[src/core/bcfi_pkg.sv]
// Purpose: shared constants and types of the command frame interpreter
// Assumes: byte wide link, one 8-bit checksum lane
// Notes:   frame positions are counted in serial framing order
package bcfi_pkg;

    // ------------------------------------------------------------------
    // frame byte positions (serial order, CAN skips position 0 and 8)
    // ------------------------------------------------------------------
    localparam logic [3:0] POS_ADDR   = 4'h0;
    localparam logic [3:0] POS_CMD    = 4'h1;
    localparam logic [3:0] POS_TYPE   = 4'h2;
    localparam logic [3:0] POS_MOTOR  = 4'h3;
    localparam logic [3:0] POS_VAL0   = 4'h4;
    localparam logic [3:0] POS_VAL3   = 4'h7;
    localparam logic [3:0] POS_SUM    = 4'h8;

    // reply positions
    localparam logic [3:0] RPOS_RADDR  = 4'h0;
    localparam logic [3:0] RPOS_MADDR  = 4'h1;
    localparam logic [3:0] RPOS_STATUS = 4'h2;
    localparam logic [3:0] RPOS_CMD    = 4'h3;
    localparam logic [3:0] RPOS_VAL0   = 4'h4;
    localparam logic [3:0] RPOS_VAL1   = 4'h5;
    localparam logic [3:0] RPOS_VAL2   = 4'h6;
    localparam logic [3:0] RPOS_VAL3   = 4'h7;
    localparam logic [3:0] RPOS_SUM    = 4'h8;

    // ------------------------------------------------------------------
    // status codes
    // ------------------------------------------------------------------
    localparam logic [7:0] ST_OK        = 8'h64;
    localparam logic [7:0] ST_STORED    = 8'h65;
    localparam logic [7:0] ST_BAD_SUM   = 8'h01;
    localparam logic [7:0] ST_BAD_CMD   = 8'h02;
    localparam logic [7:0] ST_BAD_TYPE  = 8'h03;
    localparam logic [7:0] ST_BAD_VALUE = 8'h04;
    localparam logic [7:0] ST_LOCKED    = 8'h05;
    localparam logic [7:0] ST_NOT_AVAIL = 8'h06;

    // ------------------------------------------------------------------
    // reset values
    // ------------------------------------------------------------------
    localparam logic [7:0]  RST_BYTE  = 8'h00;
    localparam logic [31:0] RST_WORD  = 32'h0000_0000;
    localparam logic [3:0]  RST_POS   = 4'h0;

    typedef enum logic [1:0] {
        BCFI_RX_ST   = 2'b00,
        BCFI_EXEC_ST = 2'b01,
        BCFI_SEND_ST = 2'b10
    } bcfi_state_t;

endpackage

[src/core/bcfi_sum_if.sv]
// Purpose: carries one modulo-256 running sum between modules
// Assumes: clear has priority over add
// Notes:   sum shows the total of bytes added before this cycle
`timescale 1ns/1ps
`default_nettype none
interface bcfi_sum_if;
    logic       clr;
    logic       add;
    logic [7:0] data;
    logic [7:0] sum;
    modport src (output clr, output add, output data, input sum);
    modport acc (input clr, input add, input data, output sum);
endinterface
`default_nettype wire

[src/core/bcfi_sum.sv]
// Purpose: 8-bit additive checksum accumulator
// Assumes: synchronous active-low reset
// Notes:   carry out is dropped, giving modulo-256 arithmetic
`timescale 1ns/1ps
`default_nettype none
module bcfi_sum
    import bcfi_pkg::*;
(
    // clock and reset
    input  wire logic    sys_clk,
    input  wire logic    rst_n,
    // accumulator port
    bcfi_sum_if.acc      sum_if
);
    import bcfi_pkg::*;

    logic [7:0] sum_reg;

    always_ff @(posedge sys_clk) begin
        if (!rst_n) begin
            sum_reg <= RST_BYTE;
        end else if (sum_if.clr) begin
            sum_reg <= RST_BYTE;
        end else if (sum_if.add) begin
            sum_reg <= sum_reg + sum_if.data;
        end
    end

    assign sum_if.sum = sum_reg;

endmodule // bcfi_sum
`default_nettype wire

[src/core/bcfi_top.sv]
// Purpose: binary command frame interpreter front end
// Assumes: byte stream from a receiver on sys_clk, executor on sys_clk
// Notes:   can_mode and addresses are static while frames flow
`timescale 1ns/1ps
`default_nettype none
module bcfi_top
    import bcfi_pkg::*;
(
    // clock and reset
    input  wire logic        sys_clk,
    input  wire logic        rst_n,
    // configuration
    input  wire logic        can_mode,
    input  wire logic [7:0]  module_addr,
    input  wire logic [7:0]  reply_addr,
    // received byte stream
    input  wire logic        rx_valid,
    input  wire logic [7:0]  rx_data,
    // command to executor
    output logic             cmd_valid,
    output logic [7:0]       cmd_num,
    output logic [7:0]       cmd_type,
    output logic [7:0]       cmd_motor,
    output logic [31:0]      cmd_value,
    // executor answer
    input  wire logic        exec_done,
    input  wire logic [7:0]  exec_status,
    input  wire logic [31:0] exec_value,
    // reply byte stream
    output logic             tx_valid,
    output logic [7:0]       tx_data,
    output logic             tx_last,
    input  wire logic        tx_ready,
    output logic             bus_drive
);
    import bcfi_pkg::*;

    // ------------------------------------------------------------------
    // declarations
    // ------------------------------------------------------------------
    bcfi_state_t state_reg;
    logic [3:0]  rx_cnt_reg;
    logic        drop_reg;
    logic        cmd_valid_reg;
    logic [7:0]  cmd_num_reg;
    logic [7:0]  cmd_type_reg;
    logic [7:0]  cmd_motor_reg;
    logic [31:0] cmd_value_reg;
    logic [7:0]  status_reg;
    logic [31:0] rep_value_reg;
    logic [3:0]  tx_cnt_reg;
    logic [3:0]  tx_pos_reg;
    logic        tx_fin_reg;
    logic        tx_valid_reg;
    logic [7:0]  tx_data_reg;
    logic        tx_last_reg;
    logic        bus_drive_reg;

    logic [3:0]  rx_pos;
    logic [3:0]  rx_end;
    logic [3:0]  tx_end;
    logic [3:0]  tx_start;
    logic        rx_take;
    logic        rx_last;
    logic        sum_bad;
    logic        tx_load;
    logic        tx_exit;
    logic        enter_send;
    logic [7:0]  tx_byte;
    bcfi_sum_if rx_sum_if ();
    bcfi_sum_if tx_sum_if ();

    // ------------------------------------------------------------------
    // receive framing
    // ------------------------------------------------------------------
    // can frames start at the command byte, so offset the counter
    assign rx_pos  = rx_cnt_reg + {3'b000, can_mode};
    assign rx_end  = can_mode ? POS_VAL3 : POS_SUM;
    // bytes outside the receive state are ignored, the host must wait
    assign rx_take = rx_valid && (state_reg == BCFI_RX_ST);
    assign rx_last = rx_take && (rx_pos == rx_end);
    // sum holds all earlier bytes when the checksum byte arrives
    assign sum_bad = !can_mode && (rx_data != rx_sum_if.sum);

    assign rx_sum_if.clr  = rx_last;
    assign rx_sum_if.add  = rx_take;
    assign rx_sum_if.data = rx_data;

    bcfi_sum u_rx_sum (
        .sys_clk (sys_clk),
        .rst_n   (rst_n),
        .sum_if  (rx_sum_if)
    );

    always_ff @(posedge sys_clk) begin
        if (!rst_n) begin
            rx_cnt_reg <= RST_POS;
        end else if (rx_take) begin
            rx_cnt_reg <= rx_last ? RST_POS : rx_cnt_reg + 4'h1;
        end
    end

    always_ff @(posedge sys_clk) begin
        if (!rst_n) begin
            drop_reg <= 1'b0;
        end else if (rx_take && rx_pos == POS_ADDR) begin
            drop_reg <= (rx_data != module_addr);
        end else if (rx_last) begin
            drop_reg <= 1'b0;
        end
    end

    // field capture, value shifts in most significant byte first
    always_ff @(posedge sys_clk) begin
        if (!rst_n) begin
            cmd_num_reg   <= RST_BYTE;
            cmd_type_reg  <= RST_BYTE;
            cmd_motor_reg <= RST_BYTE;
            cmd_value_reg <= RST_WORD;
        end else if (rx_take) begin
            case (rx_pos)
                POS_CMD:   cmd_num_reg   <= rx_data;
                POS_TYPE:  cmd_type_reg  <= rx_data;
                POS_MOTOR: cmd_motor_reg <= rx_data;
                default: begin
                    if (rx_pos >= POS_VAL0 && rx_pos <= POS_VAL3) begin
                        cmd_value_reg <= {cmd_value_reg[23:0], rx_data};
                    end
                end
            endcase
        end
    end

    // ------------------------------------------------------------------
    // sequencing
    // ------------------------------------------------------------------
    assign tx_exit    = tx_fin_reg && tx_valid_reg && tx_ready;
    assign enter_send = (state_reg == BCFI_EXEC_ST && exec_done) ||
                        (rx_last && !drop_reg && sum_bad);

    always_ff @(posedge sys_clk) begin
        if (!rst_n) begin
            state_reg <= BCFI_RX_ST;
        end else begin
            case (state_reg)
                BCFI_RX_ST: begin
                    if (rx_last && !drop_reg) begin
                        // a corrupted frame is answered but never run
                        state_reg <= sum_bad ? BCFI_SEND_ST
                                             : BCFI_EXEC_ST;
                    end
                end
                BCFI_EXEC_ST: begin
                    if (exec_done) begin
                        state_reg <= BCFI_SEND_ST;
                    end
                end
                BCFI_SEND_ST: begin
                    if (tx_exit) begin
                        state_reg <= BCFI_RX_ST;
                    end
                end
                default: state_reg <= BCFI_RX_ST;
            endcase
        end
    end

    always_ff @(posedge sys_clk) begin
        if (!rst_n) begin
            cmd_valid_reg <= 1'b0;
        end else begin
            cmd_valid_reg <= rx_last && !drop_reg && !sum_bad;
        end
    end

    // status comes from the executor untouched, except a bad checksum
    always_ff @(posedge sys_clk) begin
        if (!rst_n) begin
            status_reg    <= RST_BYTE;
            rep_value_reg <= RST_WORD;
        end else if (state_reg == BCFI_EXEC_ST && exec_done) begin
            status_reg    <= exec_status;
            rep_value_reg <= exec_value;
        end else if (rx_last && !drop_reg && sum_bad) begin
            status_reg    <= ST_BAD_SUM;
            rep_value_reg <= RST_WORD;
        end
    end

    // ------------------------------------------------------------------
    // reply transmit
    // ------------------------------------------------------------------
    assign tx_start = can_mode ? RPOS_MADDR : RPOS_RADDR;
    assign tx_end   = can_mode ? RPOS_VAL3 : RPOS_SUM;
    assign tx_load  = (state_reg == BCFI_SEND_ST) && !tx_fin_reg &&
                      (!tx_valid_reg || tx_ready);

    assign tx_sum_if.clr  = enter_send;
    assign tx_sum_if.add  = tx_load && (tx_cnt_reg != RPOS_SUM);
    assign tx_sum_if.data = tx_byte;

    bcfi_sum u_tx_sum (
        .sys_clk (sys_clk),
        .rst_n   (rst_n),
        .sum_if  (tx_sum_if)
    );

    always_comb begin
        case (tx_cnt_reg)
            RPOS_RADDR:  tx_byte = reply_addr;
            RPOS_MADDR:  tx_byte = module_addr;
            RPOS_STATUS: tx_byte = status_reg;
            RPOS_CMD:    tx_byte = cmd_num_reg;
            RPOS_VAL0:   tx_byte = rep_value_reg[31:24];
            RPOS_VAL1:   tx_byte = rep_value_reg[23:16];
            RPOS_VAL2:   tx_byte = rep_value_reg[15:8];
            RPOS_VAL3:   tx_byte = rep_value_reg[7:0];
            RPOS_SUM:    tx_byte = tx_sum_if.sum;
            default:     tx_byte = RST_BYTE;
        endcase
    end

    always_ff @(posedge sys_clk) begin
        if (!rst_n) begin
            tx_cnt_reg <= RST_POS;
            tx_fin_reg <= 1'b0;
        end else if (enter_send) begin
            tx_cnt_reg <= tx_start;
            tx_fin_reg <= 1'b0;
        end else if (tx_load) begin
            tx_cnt_reg <= tx_cnt_reg + 4'h1;
            tx_fin_reg <= (tx_cnt_reg == tx_end);
        end
    end

    always_ff @(posedge sys_clk) begin
        if (!rst_n) begin
            tx_valid_reg <= 1'b0;
            tx_data_reg  <= RST_BYTE;
            tx_last_reg  <= 1'b0;
            tx_pos_reg   <= RST_POS;
        end else if (tx_load) begin
            tx_valid_reg <= 1'b1;
            tx_data_reg  <= tx_byte;
            tx_last_reg  <= (tx_cnt_reg == tx_end);
            tx_pos_reg   <= tx_cnt_reg;
        end else if (tx_valid_reg && tx_ready) begin
            tx_valid_reg <= 1'b0;
            tx_last_reg  <= 1'b0;
        end
    end

    // bus is claimed only between command end and last reply byte
    always_ff @(posedge sys_clk) begin
        if (!rst_n) begin
            bus_drive_reg <= 1'b0;
        end else if (enter_send) begin
            bus_drive_reg <= 1'b1;
        end else if (tx_exit) begin
            bus_drive_reg <= 1'b0;
        end
    end

    assign cmd_valid = cmd_valid_reg;
    assign cmd_num   = cmd_num_reg;
    assign cmd_type  = cmd_type_reg;
    assign cmd_motor = cmd_motor_reg;
    assign cmd_value = cmd_value_reg;
    assign tx_valid  = tx_valid_reg;
    assign tx_data   = tx_data_reg;
    assign tx_last   = tx_last_reg;
    assign bus_drive = bus_drive_reg;
endmodule // bcfi_top
`default_nettype wire

[config.mk]
export PLATFORM = sky130hd
export DESIGN_NAME = bcfi_top
export DESIGN_NICKNAME = d
export VERILOG_FILES = /design/src/core/bcfi_pkg.sv /design/src/core/bcfi_sum_if.sv /design/src/core/bcfi_sum.sv /design/src/core/bcfi_top.sv
export SDC_FILE = /design/constraint.sdc
export NUM_CORES = 1
export LEC_CHECK = 0
export ABC_CLOCK_PERIOD_IN_PS = 3630
export BUFFER_PORTS_ARGS = -buffer_cell sky130_fd_sc_hd__buf_4
export CORE_ASPECT_RATIO = 0.75
export CORE_MARGIN = 1.5
export CORE_UTILIZATION = 37
export CTS_CLUSTER_SIZE = 20
export DETAILED_ROUTE_END_ITERATION = 8
export PLACE_DENSITY = 0.61
export SLEW_MARGIN = 0
export SYNTH_ARGS = -nofsm -noshare
export SYNTH_HDL_FRONTEND = slang
export SYNTH_SLANG_ARGS = --single-unit
export TNS_END_PERCENT = 10
[constraint.sdc]
create_clock -name sys_clk -period 3.63 [get_ports sys_clk]
set_clock_uncertainty 0.15 [all_clocks]
set_input_delay 0.726 -clock sys_clk [delete_from_list [all_inputs] [get_ports sys_clk]]
set_output_delay 0.726 -clock sys_clk [all_outputs]
set_load 0.01 [all_outputs]
==> impl_metrics.yaml, run 1 <==
clocking:
  cts.clk_slew.worst_paths_ps: 60
  htree_levels: 4
  cts_buffers: 17
  clock-sinks: 136
  cts_tree: "done"
  insertion_delay_ps: 420
  clockRootBuffer: "clkbuf_16"
  clock_path_buffers: 2
run:
  drv_cap: 0
sta:
  fmax_mhz: 300
  tightest_slew_ps: 687
  rsz0062_at_grt: "no"
  finalMaxSlewViolations: 0
  timing.final.hold_violations: 0
  setup_tns_ps: 0
  fin_crit_ps: 3340
  period_share: 0.920
  setup_violations: 0
  slew_headroom: 0.539
routing:
  via_count: 5434
  routed_via_density: 5.30
  drt_wl_total_mm: 17.7
  drt.antenna.violating_nets: 0
  wl_per_cell_um: 17.3
  drc_errors: 0
  dr.pass1.iters: 6
  drtIter0Drc: 298
global_routing:
  grt_max_degree: 51
  antenna_found_initial: 0
  grt-ovfl-total: 0
  grt_first_pass_wirelength_mm: 27.8
  first_global_vias: 5159
  grtUsageTotal: 0.212
setup_path:
  cp.required_ps: 3820
  path_class: "flop to flop"
  cpMaxStageDelayCell: "dfxtp_2"
  crit_fanout: 7
  startpoint_type: "flop"
  cp_cell_sequence: "inv_1 > ha_1 > buf_4 > nand3_1 > o21ai_0 > a211oi_2 > nor2_1 > a21oi_1 > inv_1 > ha_1 > a21oi_2 > o211ai_1 > o41ai_2 > xnor2_1 > or3_1 > a21oi_1"
  end_kind: "flop"
  critical-path-max-stage-delay_ps: 390
  crit_arrival_ps: 3530
power_and_ir_drop:
  power_frac_clock: 0.493
  p_leak_nw: 3.32
  ir_drop_mv: 0.268
  switching_share: 0.222
  internal_power_mw: 2.87
  comb_power_share: 0.089
  power.density_nw_per_um2: 471
  p_switching_mw: 0.820
  pwr-share-seq: 0.418
die:
  io_pins: 138
  die_h_um: 113
  dieArea_um2: 16900
  initial_core_util: 0.385
  rows: 39
  fp.dieW_um: 150
  coreArea_um2: 15500
placement:
  io_buffer_count: 137
  detailed_place_hpwl_mm: 13.0
  dp_cells: 995
  gp_congestion: 0.905
final_layout:
  fin_cells: 1025
  nFillCells: 1470
  drive_gt1_frac: 0.240
  nNetsFinal: 902
  syn_to_final_growth_pct: 31.5
  antenna_cells: 0
logic_synthesis:
  netlist_area_um2: 5970
  ys_seq_area_frac: 0.456
  synth_fp_nets: 773
  synth-edff-count: 0
  synth_cell_type_count: 49
  avgSynthCellArea_um2: 8.78
  synth_cells: 680
  ys.flop_type: "dfxtp_1"
  ys.warnings.count: 0
  ys_seq_elements: 136
  async_reset_ff_frac: 0
worst_hold_path:
  min_path_type: "flop to flop"
run_status:
  outcome: "finished clean"
-- worst paths after layout --
kind                            endpoint           from  slack, ps  cells after the start
setup / recovery  u_tx_sum.sum_if.sum[7]  tx_cnt_reg[0]        290                     16
hold / removal             cmd_value[27]  cmd_value[27]        300                      2
setup reg to reg  u_tx_sum.sum_if.sum[7]  tx_cnt_reg[0]        290                     16
hold reg to reg            cmd_value[27]  cmd_value[27]        300                      2
-- cells in the mapped netlist, types with 2 or more instances --
| cell | n | area, µm² |
|---|---|---|
| fa_1 | 2 | 40.0 |
| dfxtp_1 | 136 | 2720 |
| mux2i_1 | 27 | 270 |
| a22o_1 | 39 | 342 |
| buf_1 | 3 | 11.3 |
| clkbuf_1 | 34 | 128 |
| xnor2_1 | 20 | 175 |
| nor4_1 | 3 | 18.8 |
| a2111oi_0 | 2 | 17.5 |
| nand2b_1 | 4 | 25.0 |
| mux2_2 | 3 | 33.8 |
| or3_1 | 6 | 37.5 |
| a21o_1 | 2 | 15.0 |
| nor3b_1 | 6 | 45.0 |
| xor2_1 | 5 | 43.8 |
| nand3_1 | 12 | 60.1 |
| nand2_1 | 107 | 402 |
| a31oi_1 | 4 | 25.0 |
| nand3b_1 | 4 | 30.0 |
| nor2b_1 | 5 | 31.3 |
| a22oi_1 | 18 | 135 |
| a211oi_1 | 5 | 37.5 |
| nand4_1 | 3 | 18.8 |
| buf_2 | 2 | 10.0 |
| buf_6 | 2 | 22.5 |
| nor2_1 | 60 | 225 |
| inv_1 | 17 | 63.8 |
| nor3_1 | 15 | 75.1 |
| a21oi_1 | 75 | 375 |
| and3_1 | 2 | 12.5 |
| o21ai_0 | 15 | 75.1 |
| a222oi_1 | 5 | 50.1 |
| ha_1 | 21 | 263 |
-- power groups by stage --
stage	Combinational, mW	Clock, mW	Sequential (mW)
after floorplan	0.181	0	1.57
after global placement	0.317	0	1.57
after detailed placement	0.324	0	1.57
after CTS	0.327	1.85	1.54
after global routing	0.357	1.92	1.55
final	0.329	1.82	1.54
-- per-layer routing --
layer  GRT usage  share of wire  up-vias
li1            -              -     2654
met1       0.305           0.49     2550
met2       0.310           0.43      209
met3      0.0528          0.067       21
met4      0.0654          0.014        0
met5           0              0        -
-- critical path: cells and delay by family (launching register included) --
| family | cells | cell delay, ps |
|---|---|---|
| AOI/OAI and AO/OA | 7 | 1250 |
| adders and majority gates | 2 | 540 |
| and+or+nand+nor | 3 | 450 |
| DFF | 1 | 390 |
| buffers and inverters | 3 | 330 |
| xor gates and xnor gates | 1 | 130 |
-- final cells by class --
type / count / area [µm²] / area share
clock buffers: 22 / 474 / 0.0604
well taps: 205 / 256 / 0.0327
clock inverters: 8 / 145 / 0.0185
inverters: 18 / 67.6 / 0.00861
repair buffers: 152 / 1140 / 0.145
flip-flops and latches: 136 / 2730 / 0.347
multi-input cells: 484 / 3040 / 0.387
-- kinds of logic after synthesis --
| family | after synthesis | share of synthesized area |
|---|---|---|
| DFF | 136 | 0.456 |
| AOI/OAI and AO/OA | 174 | 0.192 |
| muxes | 31 | 0.0532 |
| adders and majority gates | 23 | 0.0507 |
| and+or+nand+nor | 231 | 0.171 |
| xor gates and xnor gates | 25 | 0.0367 |
| buffers and inverters | 60 | 0.0409 |
-- placed cells by master (no fill, tap or decap), types with 3 or more instances in the layout --
cell type | Yosys | layout
bufinv_16 | 0 | 4
or3_1 | 6 | 6
a211oi_1 | 5 | 4
nand3b_1 | 4 | 4
o21ai_0 | 15 | 15
nor2_1 | 60 | 58
a222oi_1 | 5 | 5
a31oi_1 | 4 | 4
mux2i_1 | 27 | 27
nand3_1 | 12 | 12
xnor2_1 | 20 | 20
nor2b_1 | 5 | 5
nor4_1 | 3 | 3
nor3_1 | 15 | 14
mux2_2 | 3 | 3
a21oi_1 | 75 | 74
ha_1 | 21 | 20
nand2_1 | 107 | 107
nand4_1 | 3 | 3
inv_1 | 17 | 17
nand2b_1 | 4 | 4
a22oi_1 | 18 | 18
a22o_1 | 39 | 39
xor2_1 | 5 | 5
nor3b_1 | 6 | 6
clkbuf_8 | 0 | 3
buf_4 | 0 | 152
clkbuf_16 | 0 | 17
dfxtp_1 | 136 | 134
-- stage by stage --
step	cell area [µm²]	util	setup WS [ps]	power [mW]	hold slack (ps)
after detailed placement	7200	0.464	69.3	1.90	301
after floorplan	5970	-	323	1.76	272
final	7850	0.506	291	3.69	303
after CTS	7820	0.504	55.4	3.72	310
after global routing	7850	0.506	15.4	3.82	335
after global placement	7200	0.464	171	1.89	294
-- timing repair --
| item | 4_1_cts | 5_1_grt |
|---|---|---|
| buffers inserted | 0 | 0 |
| endpoints found under the setup margin | 0 | 1 |
| hold buffers | 0 | 0 |
| gates resized for setup | 0 | 8 |
No activity file was read; power rests on OpenSTA's default activity.
==> inputs of run 2 (changes only) <==
Settings changed: BUFFER_PORTS_ARGS -buffer_cell sky130_fd_sc_hd__buf_4 to -buffer_cell sky130_fd_sc_hd__buf_2, CORE_UTILIZATION 37 to 54, PLACE_DENSITY 0.61 to 0.83.
==> impl_metrics.yaml, run 2 (synthesized netlist as in run 1, its figures left out) <==
setup_path:
  r2r-start: "tx_cnt_reg[0]"
  startpoint_type: "flop"
  cp.required_ps: 3820
  end_kind: "flop"
  crit_fanout: 12
  crit_arrival_ps: 3650
  rrSetupSlack_ps: 170
  r2r_cells: 13
  reg2reg_to: "u_tx_sum.sum_if.sum[7]"
  path_class: "flop to flop"
global_routing:
  antenna_found_initial: 0
  grt_first_pass_wirelength_mm: 25.7
  grt_max_degree: 73
  grtUsageTotal: 0.278
  first_global_vias: 5188
  grt-ovfl-total: 0
power_and_ir_drop:
  power.density_nw_per_um2: 465
  ir_drop_mv: 0.342
  p_leak_nw: 3.23
  power_mw: 3.42
routing:
  drtIter0Drc: 428
  wl_per_cell_um: 16.9
  via_count: 5461
  drc_errors: 0
  routed_via_density: 5.69
  drt_wl_total_mm: 16.2
  dr.pass1.iters: 6
  drt.antenna.violating_nets: 0
clocking:
  clock_path_buffers: 2
  clockRootBuffer: "clkbuf_16"
  cts_tree: "done"
  hold_buffers: 0
  insertion_delay_ps: 420
  cts_buffers: 17
  htree_levels: 4
  clock-sinks: 136
  cts.clk_slew.worst_paths_ps: 60
final_layout:
  nFillCells: 869
  nNetsFinal: 901
  layout_common_cells: "buf_2, dfxtp_1, nand2_1, a21oi_1, nor2_1"
  final_common_cell: "buf_2"
  syn_to_final_growth_pct: 23.2
  antenna_cells: 0
  drive_gt1_frac: 0.246
die:
  initial_core_util: 0.550
  coreArea_um2: 10900
  die_h_um: 94.1
  dieArea_um2: 11700
  io_pins: 138
  fp.dieW_um: 124
  rows: 33
sta:
  fin_hold_ws_ps: 300
  fin_crit_ps: 3460
  slew_headroom: 0.524
  timing.final.hold_violations: 0
  rsz0062_at_grt: "no"
  fmax_mhz: 289
  setup_tns_ps: 0
  tightest_slew_ps: 715
  setup_violations: 0
  finalMaxSlewViolations: 0
  period_share: 0.952
worst_hold_path:
  min_from: "cmd_value[25]"
  whs_path_depth: 2
  min_path_type: "flop to flop"
  hold_end: "cmd_value[25]"
placement:
  io_buffer_count: 137
  gp_congestion: 0.900
  detailed_place_hpwl_mm: 11.5
run_status:
  outcome: "finished clean"
run:
  drv_cap: 0
run 2: worst max-delay path by stage:
stage,from,endpoint,depth (start not counted)
after floorplan,tx_cnt_reg[0],u_tx_sum.sum_if.sum[7],16
after global placement,module_addr[1],u_tx_sum.sum_if.sum[7],14
after detailed placement,module_addr[1],u_tx_sum.sum_if.sum[7],14
after CTS,tx_cnt_reg[0],u_tx_sum.sum_if.sum[7],14
after global routing,tx_cnt_reg[1],u_tx_sum.sum_if.sum[7],14
final,tx_cnt_reg[0],u_tx_sum.sum_if.sum[7],13
run 2: where the power goes:
group / internal, mW / switching (mW) / total [mW]
Sequential: 1.52 / 0.0225 / 1.54
Combinational: 0.131 / 0.172 / 0.303
Clock: 0.923 / 0.648 / 1.57
Total: 2.57 / 0.843 / 3.42
run 2: repair_timing:
item,CTS,global route
endpoints found under the setup margin,0,2
setup buffers,0,1
resized for setup,0,14
run 2: worst max-delay path, cell delays in order, from the launching register on:
cell      delay [ps]
dfxtp_2          350
inv_1             90
ha_2             240
buf_4            210
a222oi_1          80
mux2_4           300
o221ai_1         320
ha_1             360
nand3_1          120
o211ai_1         150
o41ai_2          400
xnor2_1          150
or3_1            320
a21oi_1          140
run 2: layer usage:
metal,up-vias,track usage,wire length [µm]
met5,-,0,0
met4,0,0.131,362
met3,32,0.0547,1170
met2,223,0.439,7270
met1,2551,0.368,7420
li1,2655,-,-
run 2: cell type report:
| type | count | area [µm²] | share of cell area |
|---|---|---|---|
| multi-input combinational | 484 | 3050 | 0.415 |
| tap | 140 | 175 | 0.0238 |
| clock inverter | 10 | 72.6 | 0.00987 |
| sequential | 136 | 2730 | 0.370 |
| clock buffer | 21 | 470 | 0.0640 |
| timing repair buffer | 151 | 791 | 0.108 |
| inverter | 18 | 67.6 | 0.00919 |
run 2: through the flow:
| step | instance area, µm² | std cells | setup WS [ps] | util |
|---|---|---|---|---|
| 6_report | 7360 | 960 | 173 | 0.677 |
| 5_1_grt | 7360 | 960 | 4.31 | 0.677 |
| 4_1_cts | 7300 | 959 | 91.8 | 0.672 |
| 3_5_place_dp | 6760 | 928 | 101 | 0.622 |
| 3_3_place_gp | 6760 | 928 | 223 | 0.622 |
| 2_1_floorplan | 5970 | 680 | 323 | - |
